File: config.mk
export PLATFORM = sky130hd
export DESIGN_NAME = tks_top
export DESIGN_NICKNAME = d
export VERILOG_FILES = /design/src/hw/tks_pkg.sv /design/src/hw/tks_mod_if.sv /design/src/hw/tks_module.sv /design/src/hw/tks_top.sv
export SDC_FILE = /design/constraint.sdc
export NUM_CORES = 1
export LEC_CHECK = 0
export BUFFER_PORTS_ARGS = -buffer_cell sky130_fd_sc_hd__buf_4
export CELL_PAD_IN_SITES_DETAIL_PLACEMENT = 1
export CELL_PAD_IN_SITES_GLOBAL_PLACEMENT = 1
export CORE_MARGIN = 4
export CORE_UTILIZATION = 53
export DETAILED_ROUTE_END_ITERATION = 8
export GPL_TIMING_DRIVEN = 0
export HOLD_SLACK_MARGIN = 0.08
export PLACE_DENSITY = 0.95
export SYNTH_ARGS = -nofsm -noshare
export SYNTH_HDL_FRONTEND = slang
export SYNTH_SLANG_ARGS = --single-unit
export TNS_END_PERCENT = 30
File: constraint.sdc
create_clock -name ref_clk -period 6.8 [get_ports ref_clk]
set_clock_uncertainty 0.1 [all_clocks]
set_input_delay 0.68 -clock ref_clk [delete_from_list [all_inputs] [get_ports ref_clk]]
set_output_delay 0.68 -clock ref_clk [all_outputs]
set_load 0.1 [all_outputs]
File: src/hw/tks_pkg.sv
package tks_pkg;
  localparam int NMOD = 5;
  localparam int NKEY = 20;
  // Register map
  localparam logic [7:0] ADDR_SCAN_CTRL = 8'h00;
  localparam logic [7:0] ADDR_FUNC_LO = 8'h01;
  localparam logic [7:0] ADDR_FUNC_HI = 8'h02;
  localparam logic [4:0] MOD_BLOCK_BASE = 5'h02;
  localparam logic [2:0] OFS_CTRL0 = 3'h0;
  localparam logic [2:0] OFS_CTRL1 = 3'h1;
  localparam logic [2:0] OFS_CNT_LO = 3'h2;
  localparam logic [2:0] OFS_CNT_HI = 3'h3;
  localparam logic [2:0] OFS_SLOT = 3'h4;
  // Scan control fields
  localparam int SC_START = 6;
  localparam int SC_SLOT_OVF = 5;
  localparam int SC_CF_OVF = 4;
  localparam int SC_FUNC_OVF = 3;
  localparam int SC_SHARED = 2;
  localparam int SC_CLKSEL_LO = 0;
  // Module control fields
  localparam int C0_HOP_CTRL = 3;
  localparam int C0_MUX_LO = 6;
  localparam int C1_SLOT_SRC = 7;
  localparam int C1_REF_EN = 5;
  localparam int C1_KEY_EN = 4;
  // Reset values and masks
  localparam logic [7:0] RST_SCAN_CTRL = 8'h00;
  localparam logic [7:0] RST_CTRL0 = 8'h00;
  localparam logic [7:0] RST_CTRL1 = 8'h00;
  localparam logic [7:0] RST_SLOT = 8'h00;
  localparam logic [7:0] CTRL1_WR_MASK = 8'hBF;
  // Counter limits
  localparam logic [4:0] UNIT_LAST = 5'h1F;
  localparam logic [7:0] SLOT_LAST = 8'hFF;
  localparam logic [15:0] CNT16_LAST = 16'hFFFF;
  localparam logic [1:0] DIV4_PHASE = 2'h3;

  typedef enum logic [1:0] {
    TKS_IDLE = 2'b00,
    TKS_RUN = 2'b01,
    TKS_DONE = 2'b10
  } tks_scan_t;

  // Divide-by-1/2/4/8 tick from a free 3-bit count
  function automatic logic tks_div_tick(input logic [2:0] cnt, input logic [1:0] sel);
    case (sel)
      2'h0: tks_div_tick = 1'b1;
      2'h1: tks_div_tick = cnt[0];
      2'h2: tks_div_tick = &cnt[1:0];
      default: tks_div_tick = &cnt;
    endcase
  endfunction : tks_div_tick

  // Module register block hit
  function automatic logic tks_mod_hit(input logic [7:0] addr, input logic [4:0] n);
    tks_mod_hit = (addr[7:3] == 5'(MOD_BLOCK_BASE + n));
  endfunction : tks_mod_hit
endpackage : tks_pkg

File: src/hw/tks_mod_if.sv
`timescale 1ns/1ps
`default_nettype none
interface tks_mod_if;
  logic [7:0] ctrl0;
  logic [7:0] ctrl1;
  logic [7:0] slotWrData;
  logic slotWr;
  logic run;
  logic clearAll;
  logic sharedMode;
  logic mod0Ovf;
  logic [15:0] cfCnt;
  logic [7:0] slotCnt;
  logic slotOvf;
  logic cfOvf;
  logic done;
  logic [2:0] hopCode;
  modport top (output ctrl0, ctrl1, slotWrData, slotWr, run, clearAll, sharedMode, mod0Ovf,
               input cfCnt, slotCnt, slotOvf, cfOvf, done, hopCode);
  modport unit (input ctrl0, ctrl1, slotWrData, slotWr, run, clearAll, sharedMode, mod0Ovf,
                output cfCnt, slotCnt, slotOvf, cfOvf, done, hopCode);
endinterface : tks_mod_if
`default_nettype wire

File: src/hw/tks_module.sv
`timescale 1ns/1ps
`default_nettype none
module tks_module
  import tks_pkg::*;
(
  input wire logic ref_clk,
  input wire logic resetn,
  input wire logic [3:0] keyOscIn,
  input wire logic refOscIn,
  input wire logic sysDiv4Tick,
  input wire logic [3:0] keyPresent,
  tks_mod_if.unit bus,
  output logic [3:0] keyPinTouch,
  output logic [3:0] keyOscRun,
  output logic refOscRun
);
  logic [4:0] syncA, syncB, syncC, oscLevel;
  logic [4:0] next_oscLevel;
  logic [4:0] unitCnt;
  logic [15:0] cfCnt, cfResult;
  logic [7:0] slotCnt;
  logic [2:0] hwHop;
  logic stopped;
  wire active = bus.run & ~stopped;
  wire [3:0] keyEdge;
  wire refEdge;
  wire slotTick;
  wire unitWrap;
  wire stopEv;
  wire [1:0] muxSel = bus.ctrl0[C0_MUX_LO +: 2];
  wire keyCount;

  // Pin filter: a level counts once the second and third stages agree
  assign next_oscLevel = (syncB & ~(syncB ^ syncC)) | (oscLevel & (syncB ^ syncC));
  always_ff @(posedge ref_clk or negedge resetn) begin
    if (!resetn) begin
      syncA <= 5'h00;
      syncB <= 5'h00;
      syncC <= 5'h00;
      oscLevel <= 5'h00;
    end else begin
      syncA <= {refOscIn, keyOscIn};
      syncB <= syncA;
      syncC <= syncB;
      oscLevel <= next_oscLevel;
    end
  end
  assign keyEdge = next_oscLevel[3:0] & ~oscLevel[3:0];
  assign refEdge = next_oscLevel[4] & ~oscLevel[4];

  // Pin function and oscillator gating
  assign keyPinTouch = bus.ctrl1[3:0] & keyPresent;
  assign keyOscRun = {4{bus.ctrl1[C1_KEY_EN] & active}} & keyPinTouch;
  assign refOscRun = bus.ctrl1[C1_REF_EN] & active;
  // Slot clock: reference oscillator only counts while it runs
  assign slotTick = active & (bus.ctrl1[C1_SLOT_SRC] ? sysDiv4Tick : (refEdge & refOscRun));
  assign unitWrap = slotTick & (unitCnt == UNIT_LAST);
  assign bus.slotOvf = unitWrap & (slotCnt == SLOT_LAST);
  assign stopEv = active & (bus.sharedMode ? bus.mod0Ovf : bus.slotOvf);
  assign keyCount = keyEdge[muxSel] & keyOscRun[muxSel];
  assign bus.cfOvf = active & keyCount & (cfCnt == CNT16_LAST);
  assign bus.done = stopped;
  assign bus.slotCnt = slotCnt;
  assign bus.cfCnt = stopped ? cfResult : cfCnt;
  assign bus.hopCode = bus.ctrl0[C0_HOP_CTRL] ? hwHop : bus.ctrl0[2:0];

  // Stop state: armed by start rising, ended by overflow
  // Scan end also parks modules that never overflow, or they would run on
  always_ff @(posedge ref_clk or negedge resetn) begin
    if (!resetn) begin
      stopped <= 1'b0;
    end else if (!bus.run) begin
      stopped <= 1'b0;
    end else if (stopEv || bus.clearAll) begin
      stopped <= 1'b1;
    end
  end

  // Unit period prescaler
  always_ff @(posedge ref_clk or negedge resetn) begin
    if (!resetn) begin
      unitCnt <= 5'h00;
    end else if (!bus.run || bus.clearAll) begin
      unitCnt <= 5'h00;
    end else if (slotTick) begin
      unitCnt <= unitCnt + 5'h01;
    end
  end

  // Slot counter keeps its value while start is low
  always_ff @(posedge ref_clk or negedge resetn) begin
    if (!resetn) begin
      slotCnt <= RST_SLOT;
    end else if (bus.slotWr) begin
      slotCnt <= bus.slotWrData;
    end else if (bus.clearAll) begin
      slotCnt <= 8'h00;
    end else if (unitWrap) begin
      slotCnt <= slotCnt + 8'h01;
    end
  end

  // Frequency counter, result captured at stop so the clear cannot lose it
  always_ff @(posedge ref_clk or negedge resetn) begin
    if (!resetn) begin
      cfCnt <= 16'h0000;
      cfResult <= 16'h0000;
    end else if (!bus.run) begin
      cfCnt <= 16'h0000;
      cfResult <= 16'h0000;
    end else begin
      if (bus.clearAll) begin
        cfCnt <= 16'h0000;
      end else if (active && keyCount) begin
        cfCnt <= cfCnt + 16'h0001;
      end
      if (stopEv || (bus.clearAll && !stopped)) begin
        cfResult <= cfCnt;
      end
    end
  end

  // Hardware hopping steps once per unit period
  always_ff @(posedge ref_clk or negedge resetn) begin
    if (!resetn) begin
      hwHop <= 3'h0;
    end else if (unitWrap) begin
      hwHop <= hwHop + 3'h1;
    end
  end
endmodule : tks_module
`default_nettype wire

File: src/hw/tks_top.sv
`timescale 1ns/1ps
`default_nettype none
module tks_top
  import tks_pkg::*;
#(
  parameter logic [NKEY-1:0] KEY_PRESENT = 20'hFFFFF
)
(
  input wire logic ref_clk,
  input wire logic resetn,
  input wire logic [7:0] regAddr,
  input wire logic [7:0] regWrData,
  input wire logic regWr,
  input wire logic regRd,
  output logic [7:0] regRdData,
  input wire logic [NKEY-1:0] keyOscIn,
  input wire logic [NMOD-1:0] refOscIn,
  output logic [NKEY-1:0] keyPinTouch,
  output logic [NKEY-1:0] keyOscRun,
  output logic [NMOD-1:0] refOscRun,
  output logic [3*NMOD-1:0] hopFreqSelect,
  output logic touchIrq
);
  tks_mod_if bus [NMOD] ();

  // Scan control register
  logic scanStart;
  logic sharedSlotSelect;
  logic [1:0] funcCounterClkSel;
  logic slotCounterOvfFlag;
  logic freqCounterOvfFlag;
  logic funcCounterOvfFlag;
  // Per-module control storage
  logic [7:0] ctrl0Reg [NMOD];
  logic [7:0] ctrl1Reg [NMOD];
  // Function counter and its captured result
  logic [15:0] funcCnt;
  logic [15:0] funcResult;
  logic [2:0] divCnt;
  tks_scan_t scanState;
  tks_scan_t next_scanState;

  // Gathered module status
  logic [NMOD-1:0] modDone;
  logic [NMOD-1:0] modEnabled;
  logic [NMOD-1:0] modCfOvf;
  logic [15:0] modCfCnt [NMOD];
  logic [7:0] modSlotCnt [NMOD];

  // Address decode
  wire scanCtrlHit = (regAddr == ADDR_SCAN_CTRL);
  wire funcLoHit = (regAddr == ADDR_FUNC_LO);
  wire funcHiHit = (regAddr == ADDR_FUNC_HI);
  wire [2:0] modOfs = regAddr[2:0];
  wire scanCtrlWr = regWr & scanCtrlHit;
  wire [7:0] scanCtrlView = {1'b0, scanStart, slotCounterOvfFlag, freqCounterOvfFlag,
                             funcCounterOvfFlag, sharedSlotSelect, funcCounterClkSel};

  // Divider for sysclk/4 slot clock and function counter clock
  wire sysDiv4Tick = (divCnt[1:0] == DIV4_PHASE);
  wire funcTick = tks_div_tick(divCnt, funcCounterClkSel);
  wire funcActive = (scanState == TKS_RUN);
  wire funcOvf = funcActive & funcTick & (funcCnt == CNT16_LAST);

  // Interrupt: shared mode waits on module 0, otherwise on module 0 and every enabled module
  wire allDone = sharedSlotSelect ? modDone[0]
                                  : &(modDone | ~(modEnabled | {{(NMOD-1){1'b0}}, 1'b1}));
  wire scanEnd = (scanState == TKS_RUN) & allDone;
  wire clearAll = scanEnd;

  // Per-module wiring through the carrier interface
  genvar g;
  generate
    for (g = 0; g < NMOD; g++) begin : gMod
      wire modWrHit = regWr & tks_mod_hit(regAddr, 5'(g));
      assign bus[g].ctrl0 = ctrl0Reg[g];
      assign bus[g].ctrl1 = ctrl1Reg[g];
      assign bus[g].slotWr = modWrHit & (modOfs == OFS_SLOT);
      assign bus[g].slotWrData = regWrData;
      assign bus[g].run = scanStart;
      assign bus[g].clearAll = clearAll;
      assign bus[g].sharedMode = sharedSlotSelect;
      assign bus[g].mod0Ovf = bus[0].slotOvf;
      assign modDone[g] = bus[g].done;
      assign modCfOvf[g] = bus[g].cfOvf;
      assign modCfCnt[g] = bus[g].cfCnt;
      assign modSlotCnt[g] = bus[g].slotCnt;
      assign modEnabled[g] = |keyPinTouch[4*g +: 4];
      assign hopFreqSelect[3*g +: 3] = bus[g].hopCode;

      // Module n serves keys 4n+1 to 4n+4
      tks_module uModule (
        .ref_clk(ref_clk),
        .resetn(resetn),
        .keyOscIn(keyOscIn[4*g +: 4]),
        .refOscIn(refOscIn[g]),
        .sysDiv4Tick(sysDiv4Tick),
        .keyPresent(KEY_PRESENT[4*g +: 4]),
        .bus(bus[g]),
        .keyPinTouch(keyPinTouch[4*g +: 4]),
        .keyOscRun(keyOscRun[4*g +: 4]),
        .refOscRun(refOscRun[g])
      );
    end
  endgenerate

  // Module register writes, indexed by the address block
  always_ff @(posedge ref_clk or negedge resetn) begin
    if (!resetn) begin
      for (int i = 0; i < NMOD; i++) begin
        ctrl0Reg[i] <= RST_CTRL0;
        ctrl1Reg[i] <= RST_CTRL1;
      end
    end else if (regWr && regAddr[7:3] >= MOD_BLOCK_BASE &&
                 regAddr[7:3] < 5'(MOD_BLOCK_BASE + NMOD)) begin
      if (modOfs == OFS_CTRL0) begin
        ctrl0Reg[3'(regAddr[7:3] - MOD_BLOCK_BASE)] <= regWrData;
      end else if (modOfs == OFS_CTRL1) begin
        ctrl1Reg[3'(regAddr[7:3] - MOD_BLOCK_BASE)] <= regWrData & CTRL1_WR_MASK;
      end
    end
  end

  // Scan control writable fields
  always_ff @(posedge ref_clk or negedge resetn) begin
    if (!resetn) begin
      scanStart <= RST_SCAN_CTRL[SC_START];
      sharedSlotSelect <= RST_SCAN_CTRL[SC_SHARED];
      funcCounterClkSel <= RST_SCAN_CTRL[SC_CLKSEL_LO +: 2];
    end else if (scanCtrlWr) begin
      scanStart <= regWrData[SC_START];
      sharedSlotSelect <= regWrData[SC_SHARED];
      funcCounterClkSel <= regWrData[SC_CLKSEL_LO +: 2];
    end
  end

  // Sticky flags: hardware set wins over a software write of zero
  always_ff @(posedge ref_clk or negedge resetn) begin
    if (!resetn) begin
      slotCounterOvfFlag <= RST_SCAN_CTRL[SC_SLOT_OVF];
      freqCounterOvfFlag <= RST_SCAN_CTRL[SC_CF_OVF];
      funcCounterOvfFlag <= RST_SCAN_CTRL[SC_FUNC_OVF];
    end else begin
      if (scanEnd) begin
        slotCounterOvfFlag <= 1'b1;
      end else if (scanCtrlWr && !regWrData[SC_SLOT_OVF]) begin
        slotCounterOvfFlag <= 1'b0;
      end
      if (|modCfOvf) begin
        freqCounterOvfFlag <= 1'b1;
      end else if (scanCtrlWr && !regWrData[SC_CF_OVF]) begin
        freqCounterOvfFlag <= 1'b0;
      end
      if (funcOvf) begin
        funcCounterOvfFlag <= 1'b1;
      end else if (scanCtrlWr && !regWrData[SC_FUNC_OVF]) begin
        funcCounterOvfFlag <= 1'b0;
      end
    end
  end

  // Scan phase; a new scan needs start to fall and rise again
  always_comb begin
    next_scanState = scanState;
    case (scanState)
      TKS_IDLE: begin
        if (scanStart) begin
          next_scanState = TKS_RUN;
        end
      end
      TKS_RUN: begin
        if (!scanStart) begin
          next_scanState = TKS_IDLE;
        end else if (allDone) begin
          next_scanState = TKS_DONE;
        end
      end
      TKS_DONE: begin
        if (!scanStart) begin
          next_scanState = TKS_IDLE;
        end
      end
      default: next_scanState = TKS_IDLE;
    endcase
  end

  always_ff @(posedge ref_clk or negedge resetn) begin
    if (!resetn) begin
      scanState <= TKS_IDLE;
    end else begin
      scanState <= next_scanState;
    end
  end

  // Free running divider
  always_ff @(posedge ref_clk or negedge resetn) begin
    if (!resetn) begin
      divCnt <= 3'h0;
    end else begin
      divCnt <= divCnt + 3'h1;
    end
  end

  // Function counter, captured at scan end before the clear
  always_ff @(posedge ref_clk or negedge resetn) begin
    if (!resetn) begin
      funcCnt <= 16'h0000;
      funcResult <= 16'h0000;
    end else if (!scanStart) begin
      funcCnt <= 16'h0000;
      funcResult <= 16'h0000;
    end else if (scanEnd) begin
      funcResult <= funcCnt;
      funcCnt <= 16'h0000;
    end else if (funcActive && funcTick) begin
      funcCnt <= funcCnt + 16'h0001;
    end
  end

  // One interrupt pulse per scan
  always_ff @(posedge ref_clk or negedge resetn) begin
    if (!resetn) begin
      touchIrq <= 1'b0;
    end else begin
      touchIrq <= scanEnd;
    end
  end

  // Read data, valid only in the cycle after the strobe
  logic [7:0] rdMux;
  logic [2:0] rdIdx;
  always_comb begin
    rdMux = 8'h00;
    rdIdx = 3'(regAddr[7:3] - MOD_BLOCK_BASE);
    if (scanCtrlHit) begin
      rdMux = scanCtrlView;
    end else if (funcLoHit) begin
      rdMux = (scanState == TKS_DONE) ? funcResult[7:0] : funcCnt[7:0];
    end else if (funcHiHit) begin
      rdMux = (scanState == TKS_DONE) ? funcResult[15:8] : funcCnt[15:8];
    end else if (regAddr[7:3] >= MOD_BLOCK_BASE &&
                 regAddr[7:3] < 5'(MOD_BLOCK_BASE + NMOD)) begin
      case (modOfs)
        OFS_CTRL0: rdMux = ctrl0Reg[rdIdx];
        OFS_CTRL1: rdMux = ctrl1Reg[rdIdx] & CTRL1_WR_MASK;
        OFS_CNT_LO: rdMux = modCfCnt[rdIdx][7:0];
        OFS_CNT_HI: rdMux = modCfCnt[rdIdx][15:8];
        OFS_SLOT: rdMux = modSlotCnt[rdIdx];
        default: rdMux = 8'h00;
      endcase
    end
  end

  always_ff @(posedge ref_clk or negedge resetn) begin
    if (!resetn) begin
      regRdData <= 8'h00;
    end else if (regRd) begin
      regRdData <= rdMux;
    end else begin
      regRdData <= 8'h00;
    end
  end
endmodule : tks_top
`default_nettype wire

==> impl_metrics.ini <==
[clock_tree]
clock_latency_ns = 0.67
cts_max_level = 2
clk_path_buf_depth = 3
post_cts_buffers = 0
cts_root_buffer = clkbuf_16
clock-sinks = 473
cts_made_buffers = 51
clk_pin_slew_worst_paths_ns = 0.07
tritoncts = yes

[global_routing]
overflow = 0
grt_pass1_wl_mm = 165
gr-usage-all-layers = 0.442
grt_antenna_before_repair = 15
grt_pass1_vias = 24600
grt_max_degree = 132

[sta]
fmax_mhz = 185
relSlewSlack = -0.0698
grt_setup_unrepaired = no
tns_ns = 0
worst_pin_slew_ns = 1.59
min_period_over_period = 0.796
hold_viol = 0
min_period_ns = 5.41
maxSlewViolCount = 5
setup_viol = 0
fin_ws_ns = 1.39

[logic_synthesis]
synth_ff_type = dfrtp_1
synth_area_um2 = 24000
ys_ff_latch = 473
synth_nets = 2400
syn_avg_cell_area_um2 = 10.3
synth_seq_area_share = 0.493
synthDistinctLibCells = 69
async_reset_ff_frac = 1.00
synth_warnings = 0
syn_inst = 2321
synth-edff-count = 0

[setup_path]
path_buf_inv = 6
ff2ff_path_depth = 6
crit_slowest_cell = a221oi_1
reg2reg_from = bus[0].run
critical-path-max-stage-delay_ns = 1.16
end_kind = flip-flop
path_max_fanout = 12
crit_chain = buf_4 -> clkbuf_1 -> inv_1 -> clkbuf_1 -> ha_1 -> clkbuf_1 -> clkbuf_1 -> mux2_2 -> a221oi_1 -> nor3_1 -> nor4_1 -> a32oi_1
critPathKind = input port to flip-flop
cp_top_family = buffers and inverters
reg2reg_setup_slack_ns = 2.24
worstReg2RegEnd = gMod[3].uModule.cfCnt[5]
startpoint_type = input port
critPathRequiredTime_ns = 7.13
cp.arrival_ns = 5.74
cpMostUsedCell = clkbuf_1

[detailed_routing]
first_iter_violations = 3726
drt_first_pass_iters = 6
wl_per_cell_um = 35.3
viasPerCell = 7.36
postRouteAntennaNets = 0
routed_wl_mm = 111
route.detailed.drc = 0
vias = 23200

[floorplanning]
num_rows = 77
io_pins = 114
core_um2 = 44500
dieWidth_um = 221
die-area_um2 = 48800
dieHeight_um = 221
start_util = 0.539

[status]
violations = max-capacitance violations, max-slew violations
status = finished with violations

[power]
pwr_density_cell_nw_per_um2 = 243
irDropWorstVdd_mv = 0.231
leakage_nw = 12.3

[layout]
final_area_um2 = 27800
layout_commonest_cell = dfrtp_1
drive_gt1_frac = 0.138
final_cell_mix = dfrtp_1, nand2_1, nor2_1
num-nets-final = 2592
area_growth_pct = 15.7

[placed_design]
dpl_cell_area_um2 = 25700
io_buffers = 109
dp_slack_ns = 1.47
post-dp-hpwl_mm = 65.6
routabilityCongestion = 0.997

[worst_hold_path]
hold_start = regWrData[6]
whs_endpoint = bus[3].ctrl0[6]
holdPathStages = 2
holdCritPathClass = input port to flip-flop

[job]
maxCapViolations = 1
-- cells by family (layout without fill, tap and decap cells) --
| family | after synthesis | after routing | share of synthesized area |
|---|---|---|---|
| buf+inv | 193 | 423 | 0.0357 |
| compound gates | 381 | 381 | 0.107 |
| simple gates | 810 | 810 | 0.166 |
| mux | 257 | 257 | 0.117 |
| fa+ha+maj | 59 | 59 | 0.0281 |
| xor+xnor | 148 | 148 | 0.0540 |
| other cells | 0 | 4 | 0 |
| flops | 473 | 473 | 0.493 |
-- worst max path at each step --
stage / start / end / slack, ns / cells past startpoint
floorplan: regAddr[4] / regRdData[4] / 3.41 / 11
global placement: resetn / gMod[3].uModule.syncA[1] / 0.13 / 1
detailed placement: regAddr[4] / regRdData[7] / 1.47 / 12
CTS: regAddr[4] / regRdData[7] / 1.96 / 12
global route: regAddr[4] / regRdData[4] / 1.53 / 12
finish: regAddr[4] / regRdData[4] / 1.39 / 12
-- report_power, final --
part | switching, mW | internal (mW)
sequential | 0.112 | 2.89
combinational | 0.419 | 0.162
clock | 1.38 | 1.80
-- sequential cells by signal (all words and copies together), names as in the netlist, 15 cells and up --
signal and count:
gMod.uModule.syncB 25, gMod.uModule.cfResult 80, gMod.uModule.syncA 25, gMod.uModule.hwHop 15, gMod.uModule.oscLevel 25, bus.ctrl1 35, bus.ctrl0 40, gMod.uModule.syncC 25
funcResult 16, funcCnt 16, gMod.uModule.bus.slotCnt 40, gMod.uModule.cfCnt 80, gMod.uModule.unitCnt 25
-- through the flow --
stage          cells   util  hold WS (ns)  power [mW]
3_3_place_gp    3022  0.574         0.231        3.48
6_report        3147  0.624         0.237        6.76
2_1_floorplan   2321      -         0.231        3.27
4_1_cts         3142  0.624        0.0818        6.61
5_1_grt         3144  0.624         0.234        6.84
3_5_place_dp    3026  0.577         0.237        3.53
-- synthesized netlist by cell type, types with 12 or more instances --
library cell | n | area share
a21boi_0 | 15 | 0.0047
and3_1 | 100 | 0.026
nor4_1 | 17 | 0.0044
a31o_2 | 17 | 0.0062
a21oi_1 | 110 | 0.023
xnor2_1 | 75 | 0.027
nand2_1 | 270 | 0.042
buf_1 | 12 | 0.0019
xor2_1 | 73 | 0.027
and4_1 | 12 | 0.0044
nand4_1 | 50 | 0.013
buf_4 | 27 | 0.0084
nor2b_1 | 22 | 0.0057
mux2i_1 | 136 | 0.057
and2_1 | 16 | 0.0042
nor2_1 | 183 | 0.029
o21ai_0 | 44 | 0.0092
o22ai_1 | 23 | 0.0060
mux2_1 | 26 | 0.012
a211o_1 | 50 | 0.018
maj3_1 | 25 | 0.010
dfrtp_1 | 473 | 0.49
mux2_2 | 88 | 0.041
nor3_1 | 37 | 0.0077
o31ai_1 | 42 | 0.013
nand3_1 | 51 | 0.011
inv_1 | 20 | 0.0031
nand4b_1 | 18 | 0.0066
clkbuf_1 | 121 | 0.019
a211oi_1 | 16 | 0.0050
ha_1 | 34 | 0.018
-- final cells by class --
class,instances,area [µm²]
clock buffer,68,1430
sequential,473,11800
antenna,4,10.0
tap,592,741
fill,4683,16700
multi-input combinational,1655,11300
clock inverter,23,394
inverter,23,86.3
timing repair buffer,139,1200
buffer,170,771
-- layer usage --
metal  track usage  part of all wire  up-vias
met5       0.00391            0.0014        -
met4         0.341              0.10       18
met3         0.162              0.13      918
met2         0.665              0.43     2234
met1         0.514              0.33    11400
li1              -                 -     8645
-- timing repair --
action | 4_1_cts | 5_1_grt
setup endpoints to repair | 0 | 0
endpoints found under the hold margin | 59 | 1
resized for setup | 0 | 0
hold buffers | 25 | 1
(Power assumes the default switching activity.)
